### src/ext_alu_params.svh
// offsets, field positions, reset values and masks of the shift/subtract slice
// assumes inclusion by bare name from the design files
`ifndef EXT_ALU_PARAMS_SVH
`define EXT_ALU_PARAMS_SVH

`define ALU_ADDR_W 4
`define OFS_STATUS 4'h0
`define OFS_RESULT 4'h4

`define BIT_C 0
`define BIT_Z 1
`define BIT_N 2
`define BIT_V 3
`define BIT_IRQ_EN 4
`define BIT_CORE 5
`define BIT_OSC 6
`define STATUS_W 7
`define STATUS_RST 7'h00
`define RESULT_RST 20'h00000

`define RESP_OKAY 2'h0
`define RESP_SLVERR 2'h2

`define MASK_BYTE 20'h000FF
`define MASK_WORD 20'h0FFFF
`define MASK_AWORD 20'hFFFFF

`endif

### src/ext_alu_pkg.sv
// types shared by the shift/subtract slice
// assumes nothing of its surroundings
package ext_alu_pkg;

    typedef enum logic [2:0]
    {
        shift_right_arith_single = 3'h0,
        shift_right_arith_multi = 3'h1,
        rotate_carry_single = 3'h2,
        rotate_carry_multi = 3'h3,
        shift_unsigned_single = 3'h4,
        shift_unsigned_multi = 3'h5,
        subtract_borrow_ext = 3'h6,
        subtract_ext = 3'h7
    } op_t;

    typedef enum logic [1:0]
    {
        size_byte = 2'h0,
        size_word = 2'h1,
        size_aword = 2'h2
    } op_size_t;

endpackage

### src/ext_shift_subtract_alu.sv
// shift-right family and extended subtract datapath with status flags
// assumes decode supplies one operation per valid cycle on aclk
//
// Behaviour
// RULE1 - arithmetic shift keeps sign, LSB to carry
// RULE2 - register arithmetic shift zeros bits above size
// RULE3 - single shifts accept memory, never immediate destination
// RULE4 - single shift sets N, Z, C; clears V
// RULE5 - multi rotate moves carry in 1..4 steps
// RULE6 - multi carry is original bit n-1
// RULE7 - multi forms: no extension word, register only
// RULE8 - word multi rotate zeros 19:16, aword keeps
// RULE9 - multi shift sets N, Z; clears V
// RULE10 - single rotate zeros upper bits, carry through MSB
// RULE11 - multi unsigned shift inserts zeros, word zeros 19:16
// RULE12 - single unsigned shift only to register
// RULE13 - borrow subtract adds all-ones plus carry
// RULE14 - borrow subtract sets C, V, N, Z
// RULE15 - carry clear means borrow occurred
// RULE16 - subtract adds inverted source plus one
// RULE17 - subtract Z on equality, N top, C carry
// RULE18 - subtract overflow on sign-mismatch result
// RULE19 - operations never touch mode bits
// RULE20 - result and flags update in one cycle
`timescale 1ns/1ps
`default_nettype none
`include "ext_alu_params.svh"

module ext_shift_subtract_alu
    import ext_alu_pkg::*;
(
    input wire logic aclk,
    input wire logic aresetn,
    input wire logic [`ALU_ADDR_W-1:0] awaddr,
    input wire logic awvalid,
    output logic awready,
    input wire logic [31:0] wdata,
    input wire logic [3:0] wstrb,
    input wire logic wvalid,
    output logic wready,
    output logic [1:0] bresp,
    output logic bvalid,
    input wire logic bready,
    input wire logic [`ALU_ADDR_W-1:0] araddr,
    input wire logic arvalid,
    output logic arready,
    output logic [31:0] rdata,
    output logic [1:0] rresp,
    output logic rvalid,
    input wire logic rready,
    input wire logic op_valid,
    input wire op_t op_kind,
    input wire op_size_t op_size,
    input wire logic [2:0] op_count,
    input wire logic op_dst_reg,
    input wire logic op_dst_imm,
    input wire logic op_ext_word,
    input wire logic [19:0] op_src,
    input wire logic [19:0] op_dst,
    output logic res_valid_r,
    output logic res_fault_r,
    output logic [19:0] res_data_r,
    output logic flag_n_r,
    output logic flag_z_r,
    output logic flag_c_r,
    output logic flag_v_r,
    output logic global_irq_enable,
    output logic core_halt_bit,
    output logic oscillator_halt_bit
);

    // ****************************************
    // helpers
    // ****************************************
    function automatic logic [19:0] size_mask(input op_size_t s);
        case (s)
            size_byte: size_mask = `MASK_BYTE;
            size_word: size_mask = `MASK_WORD;
            default: size_mask = `MASK_AWORD;
        endcase
    endfunction

    function automatic logic carry_of(input logic [20:0] s, input op_size_t z);
        case (z)
            size_byte: carry_of = s[8];
            size_word: carry_of = s[16];
            default: carry_of = s[20];
        endcase
    endfunction

    // ****************************************
    // datapath
    // ****************************************
    logic [19:0] mask;
    logic [19:0] top;
    logic [19:0] val;
    logic [19:0] opb;
    logic [20:0] sum;
    logic cy;
    logic cout;
    logic fill;
    logic ovf;
    logic cin;
    logic is_multi;
    logic is_sub;
    logic fault;
    logic [2:0] steps;

    always_comb
    begin
        mask = size_mask(op_size);
        top = mask ^ (mask >> 1);
        val = op_dst & mask;
        cy = flag_c_r;
        cout = 1'b0;
        fill = 1'b0;
        opb = 20'h00000;
        sum = 21'h000000;
        ovf = 1'b0;
        cin = 1'b0;
        is_multi = (op_kind == shift_right_arith_multi) || (op_kind == rotate_carry_multi)
            || (op_kind == shift_unsigned_multi);
        is_sub = (op_kind == subtract_ext) || (op_kind == subtract_borrow_ext);
        steps = is_multi ? op_count : 3'h1;
        for (int i = 0; i < 4; i++)
        begin
            if (!is_sub && (3'(i) < steps))
            begin
                cout = val[0]; // see RULE6
                case (op_kind)
                    shift_right_arith_single, shift_right_arith_multi: fill = |(val & top); // see RULE1
                    rotate_carry_single, rotate_carry_multi: fill = cy; // see RULE5 see RULE10
                    default: fill = 1'b0; // see RULE11 see RULE12
                endcase
                // masking zeros the bits above the size, see RULE2 see RULE8
                val = ((val >> 1) | (fill ? top : 20'h00000)) & mask;
                cy = cout;
            end
        end
        if (is_sub)
        begin
            opb = (op_kind == subtract_ext) ? (~op_src & mask) : mask; // see RULE13 see RULE16
            cin = (op_kind == subtract_ext) ? 1'b1 : flag_c_r; // see RULE15
            sum = {1'b0, op_dst & mask} + {1'b0, opb} + {20'h00000, cin};
            val = sum[19:0] & mask;
            cy = carry_of(sum, op_size); // see RULE14
            ovf = ((|(op_dst & top)) == (|(opb & top))) && ((|(val & top)) != (|(op_dst & top))); // see RULE18
        end
        case (op_kind)
            shift_right_arith_multi, rotate_carry_multi, shift_unsigned_multi:
                fault = op_ext_word || !op_dst_reg || (op_count == 3'h0) || (op_count > 3'h4)
                    || (op_size == size_byte) || (op_size == 2'h3); // see RULE7
            shift_unsigned_single: fault = !op_dst_reg || (op_size == 2'h3); // see RULE12
            shift_right_arith_single, rotate_carry_single:
                fault = (!op_dst_reg && op_dst_imm) || (op_size == 2'h3); // see RULE3
            default: fault = (op_size == 2'h3);
        endcase
    end

    // ****************************************
    // bus write side
    // ****************************************
    logic aw_held_r;
    logic w_held_r;
    logic [`ALU_ADDR_W-1:0] waddr_r;
    logic [31:0] wdata_r;
    logic [3:0] wstrb_r;
    logic wr_fire;
    logic wr_status;

    assign wr_fire = aw_held_r && w_held_r && !bvalid;
    assign wr_status = wr_fire && (waddr_r[`ALU_ADDR_W-1:2] == `OFS_STATUS >> 2) && wstrb_r[0];

    always_ff @(posedge aclk)
    begin
        if (!aresetn)
        begin
            awready <= 1'b0;
            aw_held_r <= 1'b0;
            waddr_r <= '0;
        end
        else if (awvalid && awready)
        begin
            awready <= 1'b0;
            aw_held_r <= 1'b1;
            waddr_r <= awaddr;
        end
        else
        begin
            if (wr_fire)
                aw_held_r <= 1'b0;
            if (!aw_held_r && !bvalid)
                awready <= 1'b1;
        end
    end

    always_ff @(posedge aclk)
    begin
        if (!aresetn)
        begin
            wready <= 1'b0;
            w_held_r <= 1'b0;
            wdata_r <= 32'h00000000;
            wstrb_r <= 4'h0;
        end
        else if (wvalid && wready)
        begin
            wready <= 1'b0;
            w_held_r <= 1'b1;
            wdata_r <= wdata;
            wstrb_r <= wstrb;
        end
        else
        begin
            if (wr_fire)
                w_held_r <= 1'b0;
            if (!w_held_r && !bvalid)
                wready <= 1'b1;
        end
    end

    always_ff @(posedge aclk)
    begin
        if (!aresetn)
        begin
            bvalid <= 1'b0;
            bresp <= `RESP_OKAY;
        end
        else if (wr_fire)
        begin
            bvalid <= 1'b1;
            case (waddr_r[`ALU_ADDR_W-1:2])
                `OFS_STATUS >> 2, `OFS_RESULT >> 2: bresp <= `RESP_OKAY;
                default: bresp <= `RESP_SLVERR;
            endcase
        end
        else if (bvalid && bready)
            bvalid <= 1'b0;
    end

    // ****************************************
    // bus read side
    // ****************************************
    always_ff @(posedge aclk)
    begin
        if (!aresetn)
        begin
            arready <= 1'b0;
            rvalid <= 1'b0;
            rdata <= 32'h00000000;
            rresp <= `RESP_OKAY;
        end
        else if (arvalid && arready)
        begin
            arready <= 1'b0;
            rvalid <= 1'b1;
            case (araddr[`ALU_ADDR_W-1:2])
                `OFS_STATUS >> 2:
                begin
                    rdata <= {25'h0000000, oscillator_halt_bit, core_halt_bit, global_irq_enable,
                        flag_v_r, flag_n_r, flag_z_r, flag_c_r};
                    rresp <= `RESP_OKAY;
                end
                `OFS_RESULT >> 2:
                begin
                    rdata <= {12'h000, res_data_r};
                    rresp <= `RESP_OKAY;
                end
                default:
                begin
                    rdata <= 32'h00000000;
                    rresp <= `RESP_SLVERR;
                end
            endcase
        end
        else if (rvalid && rready)
            rvalid <= 1'b0;
        else if (!rvalid)
            arready <= 1'b1;
    end

    // ****************************************
    // result and flags
    // ****************************************
    op_size_t size_r;
    op_t kind_r;
    localparam logic [`STATUS_W-1:0] status_rst = `STATUS_RST;

    always_ff @(posedge aclk)
    begin
        if (!aresetn)
        begin
            res_valid_r <= 1'b0;
            res_fault_r <= 1'b0;
            res_data_r <= `RESULT_RST;
            size_r <= size_word;
            kind_r <= subtract_ext;
        end
        else
        begin
            res_valid_r <= op_valid && !fault; // see RULE20
            res_fault_r <= op_valid && fault;
            if (op_valid && !fault)
            begin
                res_data_r <= val;
                size_r <= op_size;
                kind_r <= op_kind;
            end
        end
    end

    // operation wins over a software write in the same cycle
    always_ff @(posedge aclk)
    begin
        if (!aresetn)
        begin
            flag_n_r <= status_rst[`BIT_N];
            flag_z_r <= status_rst[`BIT_Z];
            flag_c_r <= status_rst[`BIT_C];
            flag_v_r <= status_rst[`BIT_V];
        end
        else if (op_valid && !fault)
        begin
            flag_n_r <= |(val & top); // see RULE4 see RULE9 see RULE17
            flag_z_r <= (val == 20'h00000);
            flag_c_r <= cy;
            flag_v_r <= ovf;
        end
        else if (wr_status)
        begin
            flag_n_r <= wdata_r[`BIT_N];
            flag_z_r <= wdata_r[`BIT_Z];
            flag_c_r <= wdata_r[`BIT_C];
            flag_v_r <= wdata_r[`BIT_V];
        end
    end

    // mode bits follow software only
    always_ff @(posedge aclk)
    begin
        if (!aresetn)
        begin
            global_irq_enable <= status_rst[`BIT_IRQ_EN];
            core_halt_bit <= status_rst[`BIT_CORE];
            oscillator_halt_bit <= status_rst[`BIT_OSC];
        end
        else if (wr_status)
        begin
            global_irq_enable <= wdata_r[`BIT_IRQ_EN]; // see RULE19
            core_halt_bit <= wdata_r[`BIT_CORE];
            oscillator_halt_bit <= wdata_r[`BIT_OSC];
        end
    end
endmodule

`default_nettype wire

### config.mk
export PLATFORM = sky130hd
export DESIGN_NAME = ext_shift_subtract_alu
export DESIGN_NICKNAME = d
export VERILOG_FILES = /design/src/ext_alu_pkg.sv /design/src/ext_shift_subtract_alu.sv
export VERILOG_INCLUDE_DIRS = /design/src
export SDC_FILE = /design/constraint.sdc
export NUM_CORES = 1
export LEC_CHECK = 0
export ABC_AREA = 1
export BUFFER_PORTS_ARGS = -buffer_cell sky130_fd_sc_hd__buf_2
export CAP_MARGIN = 20
export CORE_ASPECT_RATIO = 1.1
export CORE_MARGIN = 3
export CORE_UTILIZATION = 47
export CTS_CLUSTER_DIAMETER = 200
export DETAILED_ROUTE_END_ITERATION = 8
export PLACE_DENSITY = 0.77
export SLEW_MARGIN = 20
export SYNTH_ARGS = -nofsm -noshare
export SYNTH_HDL_FRONTEND = slang
export SYNTH_SLANG_ARGS = --single-unit
### constraint.sdc
create_clock -name aclk -period 3.7 [get_ports aclk]
set_input_delay 1.11 -clock aclk [delete_from_list [all_inputs] [get_ports aclk]]
set_output_delay 1.11 -clock aclk [all_outputs]
set_load 0.1 [all_outputs]
==> Word level (Yosys, flattened, before mapping) <==
Index checks and enable logic that the tools add are counted.
{ "op_classes": {"eq_ne": 13, "mul": 0, "n_lt_le_gt_ge": 5, "muxes": 47, "shifts": 0, "div": 0, "n_reduce_logical": 64, "addsub": 2, "n_bitwise": 24} }
{ "op_table": {"columns": ["operator", "n"], "rows": [
  ["20-bit bitwise AND", 15],
  ["20-bit 2-to-1 mux", 10],
  ["20-bit OR reduction", 8],
  ["19-bit by 20-bit bitwise OR with 20-bit output", 4],
  ["20-bit one-hot mux with 2 select lines", 2],
  ["1-bit 2-to-1 mux", 26],
  ["20-bit by 20-bit adder with 21-bit output", 1],
  ["21-bit by 1-bit adder with 21-bit output", 1],
  ["20-bit logical NOT", 1],
  ["20-bit NOT", 1],
  ["20-bit by 19-bit bitwise XOR with 20-bit output", 1],
  ["1-bit logical AND", 19],
  ["2-bit OR reduction", 8],
  ["3-bit == test (second input constant)", 4],
  ["1-bit logical OR", 10],
  ["1-bit one-hot mux with 2 select lines", 5],
  ["2-bit nonzero test", 5],
  ["2-bit by 1-bit == test with 1-bit output (second input constant)", 3],
  ["3-bit by 2-bit == test with 1-bit output (second input constant)", 2],
  ["1-bit logical NOT", 6],
  ["2-bit logical NOT", 3],
  ["3-bit logical NOT", 2],
  ["1-bit by 3-bit less-than comparator with 1-bit output (first input constant)", 2],
  ["2-bit by 3-bit less-than comparator with 1-bit output (first input constant)", 2],
  ["11 further kinds", 14]
]} }
{ "totals": {"in_bits": 103, "ram_bits": 0, "latch_bits": 0, "memories": 0, "reg_bits": 84, "output_inout_bits": 70, "wordCells": 178, "mem_bits_ro": 0} }

==> Depth between registers and ports, before layout <==
Gate-level depths: netlist of the first run.
{ "logic_depth": {"ltp_word": 39, "depth_mapped": 26, "mapped_depth_nobuf": 24} }

==> Worst setup path before layout of the first run <==
Ideal clock, no wire load.
{ "synth_timing": {"path_kind": "input to register", "from": "in op_kind[2]", "to": "reg flag_z_r", "cell_stages": 23, "t_required_ps": 3644, "setup_ps": 56, "setup_slack_ps": -201, "arrival_ps": 3845, "n_path_buf": 2, "path_cell_list": "nand2_2 > buf_6 > nor2_1 > buf_2 > inv_1 > nand2_1 > inv_1 > fa_1 > fa_1 > nor3_1 > nor2_1 > o21ai_1 > nand3_1 > nand2_1 > xor2_1 > nor2_1 > nor2_1 > nand2_1 > nor2_1 > nand4_1 > nand3_1 > nand2_1 > inv_1"} }
{ "synth_between": {"elab_chain_cells": 35, "word_cells_on_any_way": 70, "cone_classes": "2 x add/sub; 4 x order compare; 7 x eq/ne; 25 x mux; 12 x bitwise; 20 x reduce/logical"} }
{ "synth_lines": {"columns": ["element", "line_no", "source"], "rows": [
  ["start: declaration", "ext_shift_subtract_alu.sv:52", "input wire op_t op_kind,"],
  ["3-bit by 2-bit == test with 1-bit output, or another cell as far along", "ext_shift_subtract_alu.sv:121, ext_shift_subtract_alu.sv:130, ext_shift_subtract_alu.sv:149", null],
  ["2-bit OR reduction", "ext_shift_subtract_alu.sv:130", "case (op_kind)"],
  ["1-bit one-hot mux with 2 select lines", "ext_shift_subtract_alu.sv:130", null],
  ["1-bit 2-to-1 mux", "ext_shift_subtract_alu.sv:127", "if (!is_sub && (3'(i) < steps))"],
  ["20-bit 2-to-1 mux", "ext_shift_subtract_alu.sv:136", "val = ((val >> 1) | (fill ? top : 20'h00000)) & mask;"],
  ["19-bit by 20-bit bitwise OR with 20-bit output", "ext_shift_subtract_alu.sv:136", null],
  ["20-bit bitwise AND", "ext_shift_subtract_alu.sv:136", null],
  ["20-bit 2-to-1 mux", "ext_shift_subtract_alu.sv:127", null],
  ["(+19 left out)", null, null],
  ["1-bit 2-to-1 mux", "ext_shift_subtract_alu.sv:127", null],
  ["20-bit 2-to-1 mux", "ext_shift_subtract_alu.sv:136", null],
  ["19-bit by 20-bit bitwise OR with 20-bit output", "ext_shift_subtract_alu.sv:136", null],
  ["20-bit bitwise AND", "ext_shift_subtract_alu.sv:136", null],
  ["20-bit 2-to-1 mux", "ext_shift_subtract_alu.sv:127", null],
  ["20-bit 2-to-1 mux", "ext_shift_subtract_alu.sv:140", "if (is_sub)"],
  ["20-bit logical NOT", "ext_shift_subtract_alu.sv:325", "flag_z_r <= (val == 20'h00000);"],
  ["1-bit 2-to-1 mux", "ext_shift_subtract_alu.sv:322", "else if (op_valid && !fault)"],
  ["end signal: assignment", "ext_shift_subtract_alu.sv:318", "flag_z_r <= status_rst[`BIT_Z];"],
  ["end signal: assignment", "ext_shift_subtract_alu.sv:325", null],
  ["end signal: assignment", "ext_shift_subtract_alu.sv:332", "flag_z_r <= wdata_r[`BIT_Z];"],
  ["end: declaration", "ext_shift_subtract_alu.sv:64", "output logic flag_z_r,"]
]} }
Several ways; a longest one is shown, not always the timed one. The select of a mux whose other input is x is not followed.
A chain may end at the register's enable or synchronous reset.

==> Worst setup path in the final report of the first run <==
Ends and elaborated chain as after synthesis.

==> impl_summary.md, run 1 <==
Status
The flow ran to the end, and the final reports show no timing, DRC or antenna violations.

Yosys
For this run, the register share of the synthesized area comes to 0.252. The distinct cell type count after synthesis is 49. The fraction of registers with async set/reset is 0. The synthesis-stage register bit count is 68. In the synthesized netlist the dominant register cell turns out to be dfxtp_1.

Yosys printed 0 warnings. The netlist area before placement is 5390 sq um. The cell count after synthesis is 886. The average size of a mapped cell is 6.09 sq um. The number of enable-type register cells in the synthesized netlist is 0.

Final layout
The number of nets in the layout is 1220. The total of fill cells in the finished design is 1046. The antenna diode count is 0. Compared with the post-synthesis result, the final layout area differs by 35.4%. The share of final-layout standard cells stronger than drive strength 1 is 0.288.

Floorplanning
The number of ports placed on the die boundary is 173. The core box area is 11100 sq um. The effective utilization at floorplan is 0.488. The die is 118 um tall. The row count is 40. The total die area is 12800 sq um. The width of the die is 108 um.

STA
The setup TNS is 0 ps. Dividing the final minimum period by the clock period gives 0.955. The hold violation count in the final report is 0. Setup repair after global routing could not meet its margin everywhere.

For the final database, setup skew stands at 4.37 ps. After layout, the minimum clock period comes to 3530 ps. For the pin with the worst max-slew slack, the measured transition is 584 ps. Setup violations remaining at the end of the flow were counted as 0.

Setup slack on the critical path of the routed design comes to 167 ps. The worst pin sits at a relative slew slack of 0.610. The maximum operating frequency is 283 MHz. The total count of max-transition violations in the final report came to 0.

Pwr
The power density over the cells is 393 nW/um^2. The leakage power of the design is 3.78 nW. The maximum ir drop on the vdd rail is 280 uV.

Route
The first-pass iteration count of the detailed router is 5. After detailed routing, the number of remaining DRC violations is 0. The routed design has 18500 um of wire.

The overall via count from detail_route is 6506. The count of nets left with antenna violations once routing finished came out at 0. After detailed routing, the average wire length per cell comes to 14.8 um. In this run, the number of DRC markers left after iteration 0 of detailed routing was 490. After detailed routing, the number of vias per cell comes to 5.21.

Place
In this run the tool buffered the top-level ports with 126 buffer cells. Timing analysis after detailed placement gives a worst setup slack of -258 ps. At the end of routability-driven placement, the weighted congestion stood at 0.976.

The estimated wirelength of the detail-placed design is 14500 um.

CTS
Counting the buffers created by CTS gives 9. The clock passes through at most 2 buffers. The TritonCTS clock tree is yes. Clock tree synthesis found a total of 68 sinks.

After clock tree synthesis, the clock-pin slew on the worst setup and hold paths is 60 ps. The count of H-tree levels built during CTS is 3. The clock latency on the worst-skew pair is 330 ps.

CTS placed an instance of clkbuf_16 at the clock tree root.

Setup path
In this run the critical register-to-register path is launched from flag_c_r$_SDFFE_PN0P_. The required time at the worst-slack endpoint is 3980 ps. The critical path is of the input pin to register type. The worst setup path is launched from an input pin. The launch point of the worst path is op_kind[2]. In this run the worst path has a maximum fanout of 3. Data on the critical path arrives at its endpoint at 3810 ps. The reg-to-reg setup timing slack is 810 ps. The endpoint kind of the worst setup timing path is a register.

Hold path
The tightest min-delay check is of the register to register type. The critical hold path startpoint is waddr_r[2]$_SDFFE_PN0P_.

GRT
The final global-route overflow total is 0. The maximum number of pins on one net before global-route repair is 53. In the global route stage, overall resource usage came out at 0.279. The via count of the first global-routing pass is 6068.

The first global-routing pass estimated 28900 um of wire. The number of antenna violations at the first check in global routing is 0.

Flow run
The number of max-cap violations is 0.
area by class of cell:
type / count / area, sq um / share of cell area
Tap cell: 147 / 184 / 0.0252
Timing Repair Buffer: 235 / 1500 / 0.205
Clock inverter: 4 / 48.8 / 0.00668
Multi-Input combinational cell: 684 / 3590 / 0.492
Sequential cell: 68 / 1360 / 0.186
Clock buffer: 12 / 246 / 0.0338
Inverter: 98 / 370 / 0.0507
per-stage QoR:
stage                     instance area (sq um)  hold slack (ps)  power (mW)  utilization  instances
final                                      7300              454        2.87        0.660       1248
after global routing                       7300              499        3.01        0.660       1248
after CTS                                  7030              460        2.78        0.635       1239
after detailed placement                   6730              452        1.95        0.609       1223
after global placement                     6730              444        1.93        0.609       1223
after floorplan                            5460              425        1.60            -        899
synth_stat cells (2+ instances only):
cell type	count	area, sq um
nand2_1	227	852
nor2_1	95	357
inv_1	90	338
nand3_1	82	410
o21ai_0	77	385
dfxtp_1	68	1360
a21oi_1	58	290
o21ai_1	23	115
buf_4	20	150
ha_1	19	238
clkbuf_1	14	52.6
buf_2	8	40.0
a31oi_1	7	43.8
inv_2	6	22.5
mux2i_1	6	60.1
nand4_1	6	37.5
nor3_1	6	30.0
o211ai_1	6	45.0
a22oi_1	5	37.5
o21bai_1	5	37.5
or2_2	5	31.3
a22o_1	4	35.0
buf_6	4	45.0
nor2_2	4	25.0
xor2_1	4	35.0
a211oi_1	3	22.5
buf_1	3	11.3
nand2_4	3	33.8
a21o_1	2	15.0
fa_1	2	40.0
nand2_2	2	12.5
nand3b_1	2	15.0
nor4_1	2	12.5
o21ai_2	2	17.5
o22ai_1	2	12.5
power breakdown:
| part | switching, mW | leakage (nW) | internal (mW) | total (mW) |
|---|---|---|---|---|
| Sequential | 0.0267 | 0.555 | 0.774 | 0.801 |
| Clock | 0.305 | 0.147 | 0.539 | 0.843 |
| Combinational | 0.817 | 3.08 | 0.409 | 1.23 |
layer usage:
metal | share of wire | global-route usage
met1 | 0.42 | 0.355
met2 | 0.49 | 0.476
met3 | 0.064 | 0.0371
met4 | 0.028 | 0.104
met5 | 0 | 0
registers in the layout, summed over array words and instances (netlist names), 2 cells and up:
register    cells
wdata_r         7
res_data_r     20
rdata          20
waddr_r         2
placed cells by master, fill, tap and decap left out, types with 3 or more instances in the layout:
cell type  synthesis  layout
buf_2              8     123
a22o_1             4       4
a211oi_1           3       3
o21ai_2            2       9
conb_1             1      14
or2_2              5       5
nor2_4             1       4
nand2_1          227     222
ha_1              19      18
a21oi_1           58      54
mux2i_1            6       6
dfxtp_1           68      68
o211ai_1           6       6
buf_4             20     107
a31oi_1            7       7
a22oi_1            5       5
nand2_4            3       4
clkbuf_16          0       9
a21oi_2            0       4
xor2_1             4       3
inv_1             90      86
nor2_1            95      86
nor3_1             6       5
o21ai_0           77      68
nand3_1           82      80
o21ai_4            1       3
o21ai_1           23      23
nor2_2             4      10
nand2_2            2       6
nand4_1            6       6
inv_2              6      10
nand3_2            1       3
o21bai_1           5       4
kinds of logic (layout without fill, tap and decap cells):
kind of cell,after synthesis,in the layout,share of synthesized area
adders and majority gates,21,21,0.0515
buffers and inverters,147,349,0.124
xor gates and xnor gates,5,5,0.00812
AOI/OAI and AO/OA,201,201,0.210
DFF,68,68,0.252
muxes,6,6,0.0111
and+or+nand+nor,437,437,0.342
other,1,14,0.000695
critical path, cell delays in order:
cell,delay [ps]
buf_6,80
nand2_4,50
nor2_4,150
inv_2,60
nand2_2,50
inv_2,40
fa_2,370
fa_2,410
nor3_4,190
nor2_4,80
o21ai_4,190
nand2_1,70
nand2_1,80
nand2_1,60
nand2_1,70
o21ai_2,70
nor2_2,150
nand3_1,90
nor2_1,120
nand4_1,120
nand3_1,100
nand2_1,50
inv_1,40
timing repair:
item / 4_1_cts / 5_1_grt
endpoints found under the hold margin: 0 / 0
resized for setup: 0 / 60
buffers inserted: 0 / 9
endpoints found under the setup margin: 0 / 10
hold buffers: 0 / 0
path summary, 6_finish.rpt:
path                                           endpoint  depth (start not counted)
worst max-delay path              flag_z_r$_SDFFE_PN0P_                         23
worst min-delay path            waddr_r[2]$_SDFFE_PN0P_                          2
worst max register to register    flag_z_r$_SDFFE_PN0P_                         20
worst min register to register  waddr_r[2]$_SDFFE_PN0P_                          2
(Power assumes the default switching activity.)
==> run 2: changes to the inputs <==
--- a/config.mk
+++ b/config.mk
@@ -7,14 +7,14 @@
 export NUM_CORES = 1
 export LEC_CHECK = 0
 export ABC_AREA = 1
-export BUFFER_PORTS_ARGS = -buffer_cell sky130_fd_sc_hd__buf_2
 export CAP_MARGIN = 20
 export CORE_ASPECT_RATIO = 1.1
 export CORE_MARGIN = 3
-export CORE_UTILIZATION = 47
+export CORE_UTILIZATION = 60
 export CTS_CLUSTER_DIAMETER = 200
 export DETAILED_ROUTE_END_ITERATION = 8
-export PLACE_DENSITY = 0.77
+export DONT_BUFFER_PORTS = 1
+export PLACE_DENSITY = 0.75
 export SLEW_MARGIN = 20
 export SYNTH_ARGS = -nofsm -noshare
 export SYNTH_HDL_FRONTEND = slang
==> constraint.sdc (replaced) <==
create_clock -name aclk -period 4.41 [get_ports aclk]
set_input_delay 1.323 -clock aclk [delete_from_list [all_inputs] [get_ports aclk]]
set_output_delay 1.323 -clock aclk [all_outputs]
set_load 0.1 [all_outputs]
==> run 2 against run 1 <==
  * Flip-flop and latch count did not move
  * Worst setup slack better by 240 ps
  * Combinational power shrank 51%
  * Via count down 10%
  * Clock skew up 7.9 ps
  * Global-route usage is 4.5 points higher
  * Design area is 24% lower
  * Sequential share of layout area rose by 5.7 points
  * Count of clock-buffer cells in the layout fell by 3
  * Critical endpoint unchanged
  * Total power shrank 32%
  * Die area shrank 21%
  * Utilization down 0.96 points
==> impl_summary.md, run 2 (synthesis gave the netlist of run 1 again) <==
Route
After detailed routing, the average wire length per cell comes to 17.1 um. For this block, the routed nets add up to 16900 um of wire. The overall via count from detail_route is 5855. The number of violations reported at the end of detailed-routing iteration 0 is 445. In the routed layout, each cell is associated on average with a via count of 5.92. For this run, design rule violations remaining after detail routing come to 0.

The detail route stage leaves a number of antenna-violating nets equal to 0. The first-pass iteration count of the detailed router is 8.

Final layout
The synthesis-to-layout area growth is 3.53%. The largest registers in the layout are rdata: 20 flops, res_data_r: 20 flops, wdata_r: 7 flops. The most frequent standard cell in the layout excluding fill and tap cells is nand2_1.

Summing all multi-input logic gate instances after layout gives 3410 sq um. The total of fill cells in the finished design is 856. The antenna diode count is 0.

Leaving out fill and tap cells, the most frequent cells in the layout are nand2_1, nor2_1, inv_1. The number of nets in the layout is 997. The share of final-layout standard cells stronger than drive strength 1 is 0.0626. The area occupied by registers is 1360 sq um.

STA
The final critical-path share of the clock period is 0.908. The clock arrives with 12.3 ps of skew. The total count of max-transition violations in the final report is 0. Measured against its own limit, the worst slew margin works out to 0.295. The maximum operating frequency is 250 MHz. The hold violation count in the final report is 0.

Setup repair after global routing left no endpoint under its margin. The setup TNS is 0 ps. The time the final worst path needs with I/O delays and setup is 4000 ps.

Setup violations remaining at the end of the flow were counted as 0. The slew at the pin closest to its max-slew limit is 1060 ps.

Floorplanning
The core box area is 8580 sq um. In this run the count of I/O pins placed on the die edge is 173. The width of the die is 96.4 um. The total die area is 10200 sq um. The effective utilization at floorplan is 0.628. The initialized floorplan defines 35 standard-cell rows. The height of the chip is 105 um.

Setup path
Data arrives at the worst endpoint at 4290 ps. The type of the setup path with the least slack is input pin to register. The launch point of the worst path is op_kind[0].

STA puts the critical path data required time at 4700 ps. The critical path capture point is flag_z_r$_SDFFE_PN0P_. The reg-to-reg setup timing slack is 1180 ps.

STA classifies the critical path startpoint as an input pin. The path depth of the worst reg2reg path is 20. The worst register-to-register path ends at flag_z_r$_SDFFE_PN0P_. STA classifies the critical path endpoint as a register.

Of all nets on the critical path, the largest fanout is 4. The reg-to-reg startpoint is flag_c_r$_SDFFE_PN0P_.

CTS
The TritonCTS clock tree is yes. The hold buffer count at CTS is 0. The clock passes through at most 2 buffers. The number of sinks handled by clock tree synthesis is 68. The number of clock buffers added by TritonCTS is 9.

The clock-pin transition on the worst setup and hold timing paths is 70 ps. The total of cells resized after clock tree synthesis is 0. Clock latency on the worst-skew pair, taken at its later pin, is 340 ps. The count of H-tree levels built during CTS is 3. The CTS root buffer is clkbuf_8. The number of buffers added for setup after CTS is 0.

GRT
The first global-routing pass estimated 25900 um of wire. The via count of the first global-routing pass is 5369. The number of antenna violations at the first check in global routing is 0. The maximum number of pins on one net before global-route repair is 54. The final global-route overflow total is 0.

For this run, the total global-route usage over all layers was measured as 0.324.

Pwr
The design draws 1.96 mW. For this design the static power due to leakage is 2.65 nW. The power density over the cells is 351 nW/um^2.

IR analysis of the VDD net gives a maximum drop of 160 uV.

Place
In this run the tool buffered the top-level ports with 0 buffer cells. The estimated wirelength of the detail-placed design is 13400 um. The routability-driven placement congestion ratio is 1.06.

Hold path
The tightest min-delay check is of the register to register type.

Status
The flow ran to the end, and the final reports show no timing, DRC or antenna violations.

Flow run
The number of max-cap violations is 0.
## run 2: layout make-up
class,count,area share
well taps,111,0.0249
multi-input cells,684,0.611
clock buffers,9,0.0222
flip-flops and latches,68,0.244
inverters,98,0.0663
repair buffers,12,0.0184
clock inverters,7,0.0134
## run 2: how the worst min path moves through the flow
stage | startpoint | slack [ps] | depth (start not counted) | to
floorplan | wdata_r[2]$_SDFFE_PN0P_ | 420 | 2 | wdata_r[2]$_SDFFE_PN0P_
detailed placement | waddr_r[2]$_SDFFE_PN0P_ | 450 | 2 | waddr_r[2]$_SDFFE_PN0P_
global placement | waddr_r[2]$_SDFFE_PN0P_ | 440 | 2 | waddr_r[2]$_SDFFE_PN0P_
global route | waddr_r[2]$_SDFFE_PN0P_ | 490 | 2 | waddr_r[2]$_SDFFE_PN0P_
finish | waddr_r[2]$_SDFFE_PN0P_ | 470 | 2 | waddr_r[2]$_SDFFE_PN0P_
CTS | waddr_r[2]$_SDFFE_PN0P_ | 470 | 2 | waddr_r[2]$_SDFFE_PN0P_
## run 2: metal layers
metal	share of wire	GRT usage	wire length [um]
met4	0.030	0.118	508
met5	0	0	0
met2	0.48	0.554	8050
met3	0.12	0.0714	1980
met1	0.38	0.391	6350
## run 2: per-stage QoR
| step | std cells | worst slack (ps) | instance area (sq um) | utilization | hold WS (ps) |
|---|---|---|---|---|---|
| after floorplan | 899 | 296 | 5440 | - | 425 |
| after global placement | 973 | 146 | 5380 | 0.627 | 441 |
| after detailed placement | 973 | 97.8 | 5380 | 0.627 | 452 |
| after CTS | 989 | 432 | 5580 | 0.650 | 466 |
| after global routing | 989 | 80.5 | 5580 | 0.650 | 491 |
| final | 989 | 406 | 5580 | 0.650 | 467 |
## run 2: power breakdown
| group | internal (mW) | switching, mW |
|---|---|---|
| Sequential | 0.648 | 0.200 |
| Clock | 0.264 | 0.245 |
| Combinational | 0.176 | 0.428 |
| Total | 1.09 | 0.873 |
## run 2: worst max-delay path, stage by stage
cell,delay [ps]
inv_2,40
nor2_1,150
inv_1,70
nand2_1,60
inv_1,50
fa_1,410
fa_1,430
nor3_1,250
nor2_1,110
o21ai_0,340
nand2_1,100
nand2_1,100
nand2_1,50
nand2_1,60
o21ai_1,90
nor2_2,140
nand3_1,90
nor2_1,100
nand4_1,120
nand3_1,100
nand2_1,50
inv_1,40
